**src/pwr_port_consts.vh**
```
// Constants for the power management and port control register block.
// Operation
// - Bit5 clear enables PLL power-down, resets 0.
// - PLL power-down acts only in energy-detect.
// - Mode field 00/01/10/11 selects four power states.
// - Sleep after sleep_delay times 20 ms no-energy.
// - Sleep delay eight-bit RW, reset 0x50.
// - Port registers at 0x20..0x50; 0x10 reserved.
// - Bit7 enables broadcast storm protection per port.
// - Bit6 enables DiffServ classification per port.
// - Bit5 enables 802.1p classification per port.
`ifndef PWR_PORT_CONSTS_VH
`define PWR_PORT_CONSTS_VH
`define ADDR_POWER_MGMT_CTRL  8'h0E
`define ADDR_SLEEP_DELAY_CTRL 8'h0F
`define ADDR_PORT_RSVD        8'h10
`define ADDR_PORT1_CTRL0      8'h20
`define ADDR_PORT2_CTRL0      8'h30
`define ADDR_PORT3_CTRL0      8'h40
`define ADDR_PORT4_CTRL0      8'h50
`define PORT_ADDR_STEP        8'h10
`define NUM_PORTS             4
`define PLL_PD_BIT            5
`define MODE_HI               4
`define MODE_LO               3
`define BCAST_STORM_BIT       7
`define DIFFSERV_BIT          6
`define DOT1P_BIT             5
`define PORT_RW_MASK          8'hFF
`define PMC_RW_MASK           8'h38
`define PMC_RSVD_VAL          8'h00
`define PMC_RESET             8'h00
`define SLEEP_DELAY_RESET     8'h50
`define PORT_CTRL0_RESET      8'h00
`define MODE_NORMAL           2'h0
`define MODE_ENERGY_DETECT    2'h1
`define MODE_SOFT_PD          2'h2
`define MODE_POWER_SAVING     2'h3
`define UNIT_TIME_MS          20
`define CLK_MHZ               200
`define UNIT_CYCLES (`UNIT_TIME_MS * 1000 * `CLK_MHZ)
`define UNIT_CNT_W            22
`endif

```
**src/pwr_port_regs.v**
```verilog
// Power management, sleep delay and per-port control 0 register bank.
`include "pwr_port_consts.vh"
module pwr_port_regs #(
    parameter UNIT_CYCLES = `UNIT_CYCLES
) (
    // Clock and reset
    input  wire       clk,
    input  wire       rstn,
    // Register access from the management interface
    input  wire [7:0] reg_addr,
    input  wire       reg_wr,
    input  wire       reg_rd,
    input  wire [7:0] reg_wdata,
    output reg  [7:0] reg_rdata,
    // Energy detection from the PHYs
    input  wire       no_energy,
    // Power state outputs
    output reg        full_power_state,
    output reg        power_saving_state,
    output reg        energy_detect_state,
    output reg        soft_powerdown_state,
    output reg        low_power,
    output reg        pll_powerdown,
    // Per-port feature enables, bit n is port n+1
    output reg  [3:0] bcast_storm_en,
    output reg  [3:0] diffserv_en,
    output reg  [3:0] dot1p_en
);
    reg  [7:0] pmc_r;
    reg  [7:0] sleep_delay_r;
    wire [1:0] mode = pmc_r[`MODE_HI:`MODE_LO];
    wire       expired;
    wire [7:0] pctl [0:`NUM_PORTS-1];
    reg  [7:0] rdata_nxt;

    sleep_timer #(.UNIT_CYCLES(UNIT_CYCLES)) u_sleep (
        .clk       (clk),
        .rstn      (rstn),
        .armed     (mode == `MODE_ENERGY_DETECT),
        .no_energy (no_energy),
        .limit     (sleep_delay_r),
        .expired   (expired)
    );

    always @(posedge clk) begin
        if (!rstn) begin
            pmc_r         <= `PMC_RESET;
            sleep_delay_r <= `SLEEP_DELAY_RESET;
        end else if (reg_wr) begin
            if (reg_addr == `ADDR_POWER_MGMT_CTRL)
                // Only bits 5..3 are writable.
                pmc_r <= (reg_wdata & `PMC_RW_MASK)
                       | (`PMC_RSVD_VAL & ~`PMC_RW_MASK);
            if (reg_addr == `ADDR_SLEEP_DELAY_CTRL)
                sleep_delay_r <= reg_wdata;
        end
    end

    genvar p;
    generate
        for (p = 0; p < `NUM_PORTS; p = p + 1) begin : g_port
            reg  [7:0]  ctl_r;
            wire [31:0] base_w = `ADDR_PORT1_CTRL0 + p * `PORT_ADDR_STEP;
            wire        hit    = reg_wr && (reg_addr == base_w[7:0]);
            always @(posedge clk) begin
                if (!rstn) begin
                    ctl_r <= `PORT_CTRL0_RESET;
                end else if (hit) begin
                    ctl_r <= reg_wdata & `PORT_RW_MASK;
                end
            end
            assign pctl[p] = ctl_r;
            always @(posedge clk) begin
                if (!rstn) begin
                    bcast_storm_en[p] <= 1'b0;
                    diffserv_en[p]    <= 1'b0;
                    dot1p_en[p]       <= 1'b0;
                end else begin
                    bcast_storm_en[p] <= ctl_r[`BCAST_STORM_BIT];
                    diffserv_en[p]    <= ctl_r[`DIFFSERV_BIT];
                    dot1p_en[p]       <= ctl_r[`DOT1P_BIT];
                end
            end
        end
    endgenerate

    // Unmapped and reserved addresses, 0x10 among them, read as zero.
    always @* begin
        rdata_nxt = 8'h00;
        case (reg_addr)
            `ADDR_POWER_MGMT_CTRL:  rdata_nxt = pmc_r;
            `ADDR_SLEEP_DELAY_CTRL: rdata_nxt = sleep_delay_r;
            `ADDR_PORT1_CTRL0:      rdata_nxt = pctl[0];
            `ADDR_PORT2_CTRL0:      rdata_nxt = pctl[1];
            `ADDR_PORT3_CTRL0:      rdata_nxt = pctl[2];
            `ADDR_PORT4_CTRL0:      rdata_nxt = pctl[3];
            default:                rdata_nxt = 8'h00;
        endcase
    end

    always @(posedge clk) begin
        if (!rstn) begin
            reg_rdata            <= 8'h00;
            full_power_state     <= 1'b1;
            power_saving_state   <= 1'b0;
            energy_detect_state  <= 1'b0;
            soft_powerdown_state <= 1'b0;
            low_power            <= 1'b0;
            pll_powerdown        <= 1'b0;
        end else begin
            if (reg_rd)
                reg_rdata <= rdata_nxt;
            full_power_state     <= (mode == `MODE_NORMAL);
            energy_detect_state  <= (mode == `MODE_ENERGY_DETECT);
            soft_powerdown_state <= (mode == `MODE_SOFT_PD);
            power_saving_state   <= (mode == `MODE_POWER_SAVING);
            low_power            <= (mode == `MODE_ENERGY_DETECT) & expired;
            // The PLL may only stop once asleep in energy-detect mode.
            pll_powerdown <= (mode == `MODE_ENERGY_DETECT) & expired
                           & ~pmc_r[`PLL_PD_BIT];
        end
    end
endmodule // pwr_port_regs

```
**src/unit_tick.v**
```verilog
// Divider that emits a one-cycle pulse once per sleep-delay time unit.
`include "pwr_port_consts.vh"
module unit_tick #(
    parameter UNIT_CYCLES = `UNIT_CYCLES
) (
    // Clock and reset
    input  wire clk,
    input  wire rstn,
    // Control
    input  wire run,
    output reg  tick
);
    localparam integer LAST_I = UNIT_CYCLES - 1;
    reg  [`UNIT_CNT_W-1:0] cnt_r;
    wire [31:0]            last_w = LAST_I;
    // Only the low bits matter, since the count never reaches the upper ones.
    wire [`UNIT_CNT_W-1:0] last = last_w[`UNIT_CNT_W-1:0];

    always @(posedge clk) begin
        if (!rstn || !run) begin
            cnt_r <= {`UNIT_CNT_W{1'b0}};
            tick  <= 1'b0;
        end else if (cnt_r == last) begin
            cnt_r <= {`UNIT_CNT_W{1'b0}};
            tick  <= 1'b1;
        end else begin
            cnt_r <= cnt_r + {{(`UNIT_CNT_W-1){1'b0}}, 1'b1};
            tick  <= 1'b0;
        end
    end
endmodule // unit_tick

```
**src/sleep_timer.v**
```verilog
// Counts whole time units of uninterrupted no-energy and flags sleep.
`include "pwr_port_consts.vh"
module sleep_timer #(
    parameter UNIT_CYCLES = `UNIT_CYCLES
) (
    // Clock and reset
    input  wire       clk,
    input  wire       rstn,
    // Condition and limit
    input  wire       armed,
    input  wire       no_energy,
    input  wire [7:0] limit,
    output reg        expired
);
    wire       tick;
    reg  [8:0] units_r;
    wire       run = armed & no_energy;

    unit_tick #(.UNIT_CYCLES(UNIT_CYCLES)) u_tick (
        .clk  (clk),
        .rstn (rstn),
        .run  (run),
        .tick (tick)
    );

    // Any energy or leaving the mode restarts the count from zero.
    always @(posedge clk) begin
        if (!rstn || !run) begin
            units_r <= 9'h000;
            expired <= 1'b0;
        end else begin
            if (tick && !expired)
                units_r <= units_r + 9'h001;
            expired <= (units_r >= {1'b0, limit});
        end
    end
endmodule // sleep_timer

```
**config.mk**
```make
export PLATFORM = sky130hd
export DESIGN_NAME = pwr_port_regs
export DESIGN_NICKNAME = d
export VERILOG_FILES = /design/src/pwr_port_regs.v /design/src/unit_tick.v /design/src/sleep_timer.v
export VERILOG_INCLUDE_DIRS = /design/src
export SDC_FILE = /design/constraint.sdc
export NUM_CORES = 1
export LEC_CHECK = 0
export BUFFER_PORTS_ARGS = -buffer_cell sky130_fd_sc_hd__buf_4
export CAP_MARGIN = 5
export CORE_MARGIN = 5
export CORE_UTILIZATION = 55
export DETAILED_ROUTE_END_ITERATION = 16
export PLACE_DENSITY = 0.74
export REMOVE_ABC_BUFFERS = 1
export SLEW_MARGIN = 20
export SYNTH_ARGS = -nofsm -noshare
export SYNTH_HDL_FRONTEND = slang
export SYNTH_SLANG_ARGS = --single-unit
```
**constraint.sdc**
```tcl
create_clock -name clk -period 4.2 [get_ports clk]
set_input_delay 0.21 -clock clk [delete_from_list [all_inputs] [get_ports clk]]
set_output_delay 0.21 -clock clk [all_outputs]
set_load 0.01 [all_outputs]
```
# Yosys cells after proc, flatten, opt, wreduce, memory -nomap -nowiden
# Cells that the tools add are included.
dict set report totals {
  input_bits 21
  elab_cells 61
  output_inout_bits 26
  register_bits 102
}
dict set report op_classes {
  n_reduce_logical 13
  order_cmp 1
  muxes 2
  n_bitwise 4
  n_eq_ne 10
  n_addsub 2
}
# cell count
set op_table {}
lappend op_table {{8-bit case mux with 6 select lines} 1}
lappend op_table {{22-bit by 1-bit adder with 22-bit output (second input constant)} 1}
lappend op_table {{22-bit == test (second input constant)} 1}
lappend op_table {{8-bit by 4-bit == test with 1-bit output (second input constant)} 2}
lappend op_table {{8-bit by 6-bit == test with 1-bit output (second input constant)} 2}
lappend op_table {{8-bit by 7-bit == test with 1-bit output (second input constant)} 2}
lappend op_table {{9-bit by 1-bit adder with 9-bit output (second input constant)} 1}
lappend op_table {{9-bit by 8-bit >= comparator with 1-bit output} 1}
lappend op_table {{1-bit logical AND} 5}
lappend op_table {{2-bit == test (second input constant)} 2}
lappend op_table {{2-bit AND reduction} 2}
lappend op_table {{1-bit AND} 3}
lappend op_table {{1-bit zero test} 3}
lappend op_table {{2-bit by 1-bit == test with 1-bit output (second input constant)} 1}
lappend op_table {{2-bit zero test} 1}
lappend op_table {{2-bit OR reduction} 1}
lappend op_table {{1-bit logical OR} 1}
lappend op_table {{1-bit two-way mux} 1}
lappend op_table {{1-bit inverter} 1}

# Longest topological paths before layout
# Gate-level depths: netlist of the first run.
dict set report depth {
  depth_word 5
  mapped_depth 7
  mapped_depth_nobuf 7
}

# Cells and area by module
# A second synthesis of the first run with hierarchy kept.
dict set report unflattened {
  cells_unflattened 464
  area_unflattened_um2 4440.5
}
# module instances cells_per_inst area_per_inst_um2 seq_area_each_um2
set by_module_without_submodules {}
lappend by_module_without_submodules {pwr_port_regs 1 276 2811.4 1381.3}
lappend by_module_without_submodules {unit_tick 1 119 1028.5 460.4}
lappend by_module_without_submodules {sleep_timer 1 69 600.6 200.2}

# Worst setup path after synthesis of the first run
# No wires, ideal clock.
dict set report synth_path {
  path_kind {input port to flip-flop}
  from {in reg_addr[1]}
  to {reg g_port[2].ctl_r[6]}
  path_stages 7
  setup_ns 0.117
  required_ns 4.083
  setup_slack_ns 2.623
  n_path_buf 2
  t_arrival_ns 1.461
  cell_sequence {or4_4 -> nor2_8 -> buf_12 -> nand4b_4 -> buf_6 -> nand2_2 -> o21ai_2}
}
dict set report synth_via {
  elab_chain_cells 2
}
# item line_no
set synth_lines {}
lappend synth_lines {{start, declared} pwr_port_regs.v:10} ;# input wire [7:0] reg_addr,
lappend synth_lines {{8-bit by 7-bit == test with 1-bit output} pwr_port_regs.v:64} ;# wire hit = reg_wr && (reg_addr == base_w[7:0]);
lappend synth_lines {{1-bit logical AND} pwr_port_regs.v:64}
lappend synth_lines {{end signal, assigned} pwr_port_regs.v:67} ;# ctl_r <= `PORT_CTRL0_RESET;
lappend synth_lines {{end signal, assigned} pwr_port_regs.v:69} ;# ctl_r <= reg_wdata & `PORT_RW_MASK;
lappend synth_lines {{end, declared} pwr_port_regs.v:62} ;# reg [7:0] ctl_r;
# No other way between the ends.
# A chain may end at the register's enable or synchronous reset.

# Final worst setup path of the first run
dict set report layout_path {
  from {reg u_sleep.u_tick.cnt_r[3]}
  to {reg u_sleep.u_tick.cnt_r[10]}
}
dict set report layout_via {
  elab_chain_cells 2
  elab_cells_between_ends 3
  classes_between {add/sub: 1; eq/ne: 1; reduce/logical: 1}
}
# item line_no
set layout_lines {}
lappend layout_lines {{start, declared} unit_tick.v:14} ;# reg [`UNIT_CNT_W-1:0] cnt_r;
lappend layout_lines {{start signal, assigned} unit_tick.v:21} ;# cnt_r <= {`UNIT_CNT_W{1'b0}};
lappend layout_lines {{start signal, assigned} unit_tick.v:24} ;# cnt_r <= {`UNIT_CNT_W{1'b0}};
lappend layout_lines {{start signal, assigned} unit_tick.v:27} ;# cnt_r <= cnt_r + {{(`UNIT_CNT_W-1){1'b0}}, 1'b1};
lappend layout_lines {{branches (longest 2 deep; another with 22-bit by 1-bit adder with 22-bit output)} --}
# Parallel ways; which one is timed is not known.

==> flow_summary.json, run 1 <==
{
  "grt_max_degree": 61,
  "ys_seq_area_frac": 0.4648,
  "slew_violations": 0,
  "cts_buffer_depth": 2,
  "antennaDiodeCount": 0,
  "grt_pass1_wl_um": 14900,
  "fmaxAchievable_mhz": 509.4,
  "hold_slack_ns": 0.08509,
  "synth_top_area_share": 0.4648,
  "regArea_um2": 2042,
  "clock_latency_ns": 0.36,
  "clockRootBuffer": "clkbuf_8",
  "grt_setup_unrepaired": "no",
  "met1_usage": 0.2440,
  "grt_use_total": 0.1853,
  "ys_types": 46,
  "p_leak_nw": 1.912,
  "arrival_ns": 2.18,
  "power_density_nw_per_um2": 327.1,
  "portBuffers": 46,
  "wl_per_cell_um": 14.75,
  "yosys_warnings": 0,
  "drt_iter0_drc": 121,
  "post-route-min-period_ns": 1.963,
  "wl_um": 8893,
  "ys_async_sr_fraction": 0,
  "netSwitchingPower_mw": 0.3767,
  "tritoncts": "built",
  "start_util": 0.5656,
  "finalHoldViolCount": 0,
  "place_ws_ns": 2.255,
  "synth.avg_cell_area_um2": 9.488,
  "dr_total_vias": 3332,
  "fill_cells": 672,
  "hold_path.class": "input pin to flop",
  "ctsResizeCount": 0,
  "dp_hpwl_um": 6367,
  "synth.largest_area_cell": "dfxtp_1",
  "postCtsSetupBuffers": 0,
  "drive_gt1_frac": 0.1896,
  "rows": 32,
  "cp_data_required_time_ns": 4.42,
  "synth_commonest_cells": "102 x dfxtp_1, 45 x nor2_1, 36 x nand3_1",
  "boundaryPins": 47,
  "status": "finished, final reports clean",
  "criticalPathCategory": "flop to flop",
  "numCtsBuffers": 9,
  "cp-start-kind": "flop",
  "worst_clock_skew_ns": 0.01288,
  "synth-seq-cells": 102,
  "met2_usage": 0.3042,
  "vias_per_cell": 5.526,
  "core_um2": 7767,
  "die_h_um": 99.37,
  "crit_chain": "and3_1 -> and4_1 -> nand4_1 -> nand3_1 -> nor2_1",
  "syn_inst": 463,
  "hold_buffers": 0,
  "critical-path-max-stage-delay_ns": 0.55,
  "use_met3": 0.02875,
  "clockPowerShare": 0.354,
  "cp_num_buf_inv": 0,
  "synth-edff-count": 0,
  "combinationalPowerShare": 0.043,
  "ir_worst_vdd_mv": 0.1558,
  "fin_crit_sh": 0.4674,
  "placedCellCount": 587,
  "drc": 0,
  "cap_violations": 0,
  "die_area_um2": 9874,
  "die_w_um": 99.37,
  "synth_most_common_cell": "dfxtp_1",
  "slew-limit-headroom": 0.3827,
  "setup_ws_ns": 2.237,
  "p_seq_frac": 0.604,
  "nets": 527,
  "netlist_area_um2": 4393,
  "multi_input_area_um2": 2172,
  "antenna_found_initial": 0,
  "drtPass1Iterations": 4,
  "grt_pass1_vias": 3213,
  "yosys-top-cells-area": "dfxtp_1 46%, nand3_1 4.1%, nor2_1 3.8%",
  "ant_nets": 0,
  "cp_slowest_cell": "nand3_1",
  "place.gp.congestion": 0.7838,
  "crit_path_end_kind": "flop",
  "htreeDepth": 3,
  "crit_fanout": 20,
  "ys.flop_type": "dfxtp_1",
  "area_growth_syn_to_layout_pct": 11.76,
  "tightest_slew_ns": 0.9241,
  "cts.sinks": 102,
  "clk_pin_slew_ns": 0.10,
  "critPathTopFamily": "simple AND/OR/NAND/NOR gates",
  "fin_cells": 603,
  "overflow": 0,
  "p_int_mw": 1.229,
  "setup_viol": 0,
  "grt_busiest_layer": "met2",
  "final.setup.tns_ns": 0,
  "p_sw_frac": 0.2346
}
through the flow:
| step | instance area, µm² | util | power, mW |
|---|---|---|---|
| after global placement | 4728 | 0.6087 | 1.060 |
| after CTS | 4910 | 0.6321 | 1.624 |
| after detailed placement | 4728 | 0.6087 | 1.060 |
| final | 4910 | 0.6321 | 1.606 |
| after floorplan | 4255 | - | 1.016 |
| after global routing | 4910 | 0.6321 | 1.672 |
power by group through the flow:
| stage | clock network [mW] | registers (mW) | logic [mW] |
|---|---|---|---|
| detailed placement | 0 | 0.992 | 0.0684 |
| global route | 0.628 | 0.970 | 0.0741 |
| finish | 0.568 | 0.969 | 0.0689 |
| global placement | 0 | 0.992 | 0.0678 |
| floorplan | 0 | 0.992 | 0.0240 |
| CTS | 0.586 | 0.969 | 0.0688 |
worst register-to-register path: cells and delay by family, from the launching register on:
| kind | cells | cell delay [ns] |
|---|---|---|
| flip-flops | 1 | 0.41 |
| AND/OR/NAND/NOR | 5 | 1.42 |
cells by family (layout without fill, tap and decap cells):
group	Yosys count	count (layout)	synth area share
XOR/XNOR	29	29	0.05782
adder cells (fa/ha/maj)	10	10	0.02848
buffers and inverters	35	73	0.04073
multiplexers	17	17	0.04016
flip-flops	102	102	0.4648
AO/OA/AOI/OAI	84	84	0.1316
AND/OR/NAND/NOR	186	186	0.2364
final cells by class:
cell class | count | share of cell area
Multi-Input combinational cell | 326 | 0.4424
Sequential cell | 102 | 0.4159
Timing Repair Buffer | 46 | 0.07034
Clock buffer | 10 | 0.02803
Tap cell | 102 | 0.02599
Clock inverter | 6 | 0.008919
Inverter | 11 | 0.008410
cells in the final DEF (no fill, tap or decap), types with 13 or more instances in the layout:
cell type	n
and2_1	13
buf_4	46
a21oi_1	16
nand3_1	36
nor2_1	45
dfxtp_1	102
nand2_1	32
nor2b_1	15
o21ai_0	23
o21ai_2	15
xor2_1	19
layer usage:
metal	wire, µm	vias up
li1	-	1692
met1	4171	1563
met2	4223	65
met3	357	12
met4	140	0
met5	0	-
sequential cells by signal, indices dropped and copies added, names as in the netlist, 3 cells and up:
register and count:
pmc_r 3, sleep_delay_r 8, bcast_storm_en 4, g_port.ctl_r 32
dot1p_en 4, u_sleep.u_tick.cnt_r 22, diffserv_en 4, u_sleep.units_r 9
reg_rdata 8
worst paths after layout:
path / depth (start not counted) / start / to / slack, ns
worst max-delay path: 5 / u_sleep.u_tick.cnt_r[3] / u_sleep.u_tick.cnt_r[10] / 2.24
worst min-delay path: 2 / reg_rd / reg_rdata[5] / 0.09
worst max register to register: 5 / u_sleep.u_tick.cnt_r[3] / u_sleep.u_tick.cnt_r[10] / 2.24
worst min register to register: 1 / pmc_r[5] / pll_powerdown / 0.46
(Power assumes the default switching activity.)
==> run 2, diff against run 1 <==
--- a/config.mk
+++ b/config.mk
@@ -9,7 +9,7 @@
 export BUFFER_PORTS_ARGS = -buffer_cell sky130_fd_sc_hd__buf_4
 export CAP_MARGIN = 5
 export CORE_MARGIN = 5
-export CORE_UTILIZATION = 55
+export CORE_UTILIZATION = 52
 export DETAILED_ROUTE_END_ITERATION = 16
 export PLACE_DENSITY = 0.74
 export REMOVE_ABC_BUFFERS = 1
==> constraint.sdc (replaced) <==
create_clock -name clk -period 1.7 [get_ports clk]
set_input_delay 0.085 -clock clk [delete_from_list [all_inputs] [get_ports clk]]
set_output_delay 0.085 -clock clk [all_outputs]
set_load 0.01 [all_outputs]
==> run 2 against run 1 <==
First-iteration DRC count increased by 37%. Largest power group unchanged. Total power rose to 2.5 times the previous value. Hold slack worse by 0.084 ns. Via count increased by 3.3%. Clock skew shrank 0.00095 ns. Wire length up 2.7%. Non-clock buffer count rose by 18. Sequential cell count stayed put. Fmax is 25% higher. Critical path depth grew 1. Count of clock-buffer cells in the layout rose by 1.
==> flow_summary.json, run 2 (same netlist as run 1, synthesis figures left out) <==
{
  "met2_usage": 0.2948,
  "clock_latency_ns": 0.37,
  "grt_setup_unrepaired": "no",
  "rows": 33,
  "startpoint": "u_sleep.u_tick.cnt_r[3]",
  "post-route-min-period_ns": 1.571,
  "place.gp.congestion": 0.7929,
  "slew_violations": 0,
  "die_h_um": 101.9,
  "dpl_cell_area_um2": 4862,
  "tightest_slew_ns": 0.5544,
  "dr_total_vias": 3441,
  "power_density_nw_per_um2": 799.5,
  "fin_cells": 623,
  "mostFrequentLayoutCell": "dfxtp_1",
  "vias_per_cell": 5.523,
  "core_um2": 8217,
  "htreeDepth": 3,
  "portBuffers": 46,
  "die_w_um": 101.9,
  "cap_violations": 0,
  "arrival_ns": 1.83,
  "grt_use_total": 0.1863,
  "cp_slowest_cell": "dfxtp_1",
  "overflow": 0,
  "p_leak_nw": 2.026,
  "drtPass1Iterations": 4,
  "grt_max_degree": 42,
  "setup_viol": 0,
  "critPathTopFamily": "simple AND/OR/NAND/NOR gates",
  "fin_total_pwr_mw": 4.084,
  "fin_crit_sh": 0.9243,
  "hold_path.class": "input pin to flop",
  "met1_usage": 0.2472,
  "hold_slack_ns": 0.0006978,
  "die_area_um2": 10390,
  "ir_worst_vdd_mv": 0.4195,
  "setup_ws_ns": 0.1287,
  "nets": 545,
  "dp_hpwl_um": 6695,
  "grt_pass1_wl_um": 15410,
  "timing.rr.start": "u_sleep.u_tick.cnt_r[3]",
  "status": "finished, final reports clean",
  "finalHoldViolCount": 0,
  "place_ws_ns": -0.01504,
  "boundaryPins": 47,
  "critical-path-max-stage-delay_ns": 0.41,
  "clockRootBuffer": "clkbuf_8",
  "drc": 0,
  "regMostFlops": "g_port.ctl_r",
  "finalInstanceArea_um2": 5107,
  "drive_gt1_frac": 0.2104,
  "area_growth_syn_to_layout_pct": 16.26,
  "cp_num_buf_inv": 1,
  "grt_busiest_layer": "met2",
  "worst_clock_skew_ns": 0.01193,
  "wl_per_cell_um": 14.65,
  "ant_nets": 0,
  "cp_data_required_time_ns": 1.96,
  "antennaDiodeCount": 0,
  "wl_um": 9130,
  "grt_pass1_vias": 3339,
  "reg_top3": "g_port.ctl_r: 32 flops, u_sleep.u_tick.cnt_r: 22 flops, u_sleep.units_r: 9 flops",
  "clk_pin_slew_ns": 0.08,
  "slew-limit-headroom": 0.6296,
  "fmaxAchievable_mhz": 636.4,
  "crit_path_end_kind": "flop",
  "antenna_found_initial": 0,
  "cts_buffer_depth": 2,
  "criticalPathCategory": "flop to flop",
  "cts.sinks": 102,
  "numCtsBuffers": 9,
  "drt_iter0_drc": 166,
  "tritoncts": "built",
  "cp-start-kind": "flop",
  "placedCellCount": 604,
  "mostFrequentLayoutCells": "102 x dfxtp_1, 58 x buf_4, 45 x nor2_1",
  "start_util": 0.5346,
  "fill_cells": 694,
  "use_met3": 0.04027,
  "crit_fanout": 20,
  "largest_register_ffs": 32,
  "crit_chain": "and3_1 -> and4_2 -> nand4_1 -> nand3_1 -> buf_12 -> nor2_1",
  "min_from": "reg_wdata[0]"
}
## run 2: cell count changes in the layout (fill, tap and decap cells not counted), moves of 2 or more
cell / delta
inv_6: -3
dlygate4sd3_1: +4
buf_12: +2
buf_4: +12
## run 2: per-stage QoR
step,util,TNS (ns)
2_1_floorplan,-,0
3_3_place_gp,0.5917,0
3_5_place_dp,0.5917,-0.03460
4_1_cts,0.6196,0
5_1_grt,0.6216,0
6_report,0.6216,0
## run 2: report_power, final
group          total, mW  internal [mW]  leakage, nW  switching [mW]
Clock               1.50          0.709       0.0952           0.790
Sequential          2.39           2.39        0.822         0.00254
Combinational      0.191         0.0765         1.11           0.114
Total               4.08           3.18         2.03           0.906
## run 2: tightest hold or removal path, cell delays in order
cell	delay, ns
buf_4	0.09
mux2i_1	0.06
nor2b_1	0.09
## run 2: cell type report
class / count / area (µm²) / share of cell area
Multi-Input combinational cell: 326 / 2188 / 0.4285
Clock inverter: 4 / 47.55 / 0.009309
Timing Repair Buffer: 64 / 515.5 / 0.1009
Sequential cell: 102 / 2042 / 0.3998
Clock buffer: 11 / 141.4 / 0.02768
Tap cell: 105 / 131.4 / 0.02572
Inverter: 11 / 41.29 / 0.008084
## run 2: repair_timing
item | 4_1_cts | 5_1_grt
hold endpoints to repair | 6 | 0
gates resized for setup | 0 | 3
hold buffers | 4 | 0
endpoints found under the setup margin | 0 | 20
buffers inserted | 0 | 0
## run 2: final timing paths
kind / to / slack (ns) / depth (start not counted)
worst max-delay path: u_sleep.u_tick.cnt_r[5] / 0.13 / 6
worst min-delay path: sleep_delay_r[0] / 0.0007 / 3
worst max register to register: u_sleep.u_tick.cnt_r[5] / 0.13 / 6
worst min register to register: pll_powerdown / 0.46 / 1
## run 2: layer usage
layer  part of all wire  up-vias
met2               0.46       83
li1                   -     1736
met3              0.051       18
met4              0.023        0
met5                  0        -
met1               0.47     1604
==> run 3, diff against run 2 <==
--- a/config.mk
+++ b/config.mk
@@ -10,6 +10,7 @@
 export CAP_MARGIN = 5
 export CORE_MARGIN = 5
 export CORE_UTILIZATION = 52
+export CTS_BUF_LIST = sky130_fd_sc_hd__clkbuf_16
 export DETAILED_ROUTE_END_ITERATION = 16
 export PLACE_DENSITY = 0.74
 export REMOVE_ABC_BUFFERS = 1
==> run 3 against run 2 <==
Utilization grew 0.99 points. Non-clock buffer count shrank 1. Total power grew 12%. Sequential share of layout area shrank 0.63 points. Die area is the same. Largest cell class unchanged. Highest routed layer unchanged.
==> flow_summary.json, run 3 (same netlist as run 1, synthesis figures left out) <==
{
  "status": "finished, final reports clean",
  "area_growth_syn_to_layout_pct": 18.11,
  "place.gp.congestion": 0.7929,
  "timing.rr.start": "u_sleep.u_tick.cnt_r[3]",
  "core_um2": 8217,
  "drive_gt1_frac": 0.2089,
  "boundaryPins": 47,
  "antennaDiodeCount": 0,
  "numCtsBuffers": 9,
  "worstRegToRegCells": 6,
  "htreeDepth": 3,
  "hold_path.class": "input pin to flop",
  "portBuffers": 46,
  "ir_worst_vdd_mv": 0.4905,
  "p_sw_frac": 0.2141,
  "die_w_um": 101.9,
  "grt_max_degree": 42,
  "tightest_slew_ns": 0.6236,
  "reg_top3": "g_port.ctl_r: 32 flops, u_sleep.u_tick.cnt_r: 22 flops, u_sleep.units_r: 9 flops",
  "fill_cells": 685,
  "setup_ws_ns": 0.1391,
  "fin_total_pwr_mw": 4.563,
  "clockPowerShare": 0.433,
  "fin_crit_sh": 0.9182,
  "cp_data_required_time_ns": 1.93,
  "cts_buffer_depth": 2,
  "final.setup.tns_ns": 0,
  "r2r_setup_slack_ns": 0.14,
  "clockRootBuffer": "clkbuf_16",
  "netSwitchingPower_mw": 0.9768,
  "antenna_found_initial": 0,
  "combinationalPowerShare": 0.042,
  "hold_depth": 3,
  "mostFrequentLayoutCell": "dfxtp_1",
  "post-route-min-period_ns": 1.561,
  "setup_viol": 0,
  "drt_iter0_drc": 183,
  "cts.sinks": 102,
  "tritoncts": "built",
  "grt_setup_unrepaired": "no",
  "start_util": 0.5346,
  "die_h_um": 101.9,
  "p_int_mw": 3.586,
  "fmaxAchievable_mhz": 640.7,
  "crit_path_end_kind": "flop",
  "ant_nets": 0,
  "grt_pass1_wl_um": 15750,
  "crit_fanout": 20,
  "wl_per_cell_um": 15.14,
  "finalHoldViolCount": 0,
  "drtPass1Iterations": 5,
  "dp_hpwl_um": 6695,
  "worstHoldEndpoint": "sleep_delay_r[1]",
  "grt_pass1_vias": 3383,
  "arrival_ns": 1.79,
  "power_density_nw_per_um2": 879.4,
  "grt_use_total": 0.1905,
  "worst_clock_skew_ns": 0.01231,
  "criticalPathCategory": "flop to flop",
  "rows": 33,
  "clock_latency_ns": 0.34,
  "nets": 544,
  "mostFrequentLayoutCells": "102 x dfxtp_1, 58 x buf_4, 45 x nor2_1",
  "clk_pin_slew_ns": 0.06,
  "cap_violations": 0,
  "reg2reg_to": "u_sleep.u_tick.cnt_r[5]",
  "regMostFlops": "g_port.ctl_r",
  "dr_total_vias": 3429,
  "p_seq_frac": 0.525,
  "largest_register_ffs": 32,
  "die_area_um2": 10390,
  "cp-start-kind": "flop",
  "vias_per_cell": 5.513,
  "wl_um": 9420,
  "overflow": 0,
  "p_leak_nw": 2.067,
  "min_from": "reg_wdata[1]",
  "slew_violations": 0,
  "drc": 0,
  "place_ws_ns": -0.01504,
  "slew-limit-headroom": 0.5834,
  "postCtsSetupBuffers": 0,
  "hold_slack_ns": 0.03048
}
-- run 3: final cells by class --
class	count	area (µm²)	area share
multi-input combinational	326	2188	0.4218
sequential	102	2042	0.3935
timing repair buffer	63	505.5	0.09742
clock buffer	9	225.2	0.04340
tap	105	131.4	0.02532
clock inverter	6	55.05	0.01061
inverter	11	41.29	0.007958
-- run 3: what timing repair did --
action                                  4_1_cts  5_1_grt
hold buffers                                  3        0
gates resized for setup                       0        3
endpoints found under the setup margin        0       20
endpoints found under the hold margin         5        0
-- run 3: per-stage QoR --
| stage | area [µm²] | cells | utilization |
|---|---|---|---|
| 6_report | 5189 | 622 | 0.6315 |
| 5_1_grt | 5189 | 622 | 0.6315 |
| 4_1_cts | 5172 | 622 | 0.6295 |
| 3_5_place_dp | 4862 | 604 | 0.5917 |
| 3_3_place_gp | 4862 | 604 | 0.5917 |
| 2_1_floorplan | 4255 | 439 | - |
-- run 3: worst max-delay path: stages, from the launching register on --
cell and delay [ns]:
dfxtp_1 0.40, and3_1 0.22, and4_2 0.30, nand4_1 0.15
nand3_1 0.17, buf_12 0.16, nor2_1 0.05
-- run 3: routing by layer --
metal | share of wire | global-route usage | wire length (µm) | vias to the layer above
li1 | - | - | - | 1733
met1 | 0.46 | 0.2464 | 4359 | 1591
met2 | 0.46 | 0.3099 | 4366 | 86
met3 | 0.049 | 0.04164 | 458 | 19
met4 | 0.025 | 0.07871 | 235 | 0
met5 | 0 | 0 | 0 | -
-- run 3: worst max-delay path by stage --
stage	startpoint	slack, ns	endpoint	cells after the start
after floorplan	u_sleep.u_tick.cnt_r[3]	0.10	u_sleep.u_tick.cnt_r[10]	5
after global placement	reg_addr[1]	0.04	g_port[3].ctl_r[2]	7
after detailed placement	reg_addr[1]	-0.02	g_port[3].ctl_r[2]	7
after CTS	u_sleep.u_tick.cnt_r[3]	0.11	u_sleep.u_tick.cnt_r[3]	6
after global routing	u_sleep.u_tick.cnt_r[3]	0.01	u_sleep.u_tick.cnt_r[0]	6
final	u_sleep.u_tick.cnt_r[3]	0.14	u_sleep.u_tick.cnt_r[5]	6
-- run 3: power by group through the flow --
stage | Combinational, mW | Sequential (mW) | Clock [mW]
after floorplan | 0.0594 | 2.45 | 0
after global placement | 0.180 | 2.45 | 0
after detailed placement | 0.182 | 2.45 | 0
after CTS | 0.189 | 2.40 | 1.99
after global routing | 0.204 | 2.39 | 2.10
final | 0.190 | 2.40 | 1.98
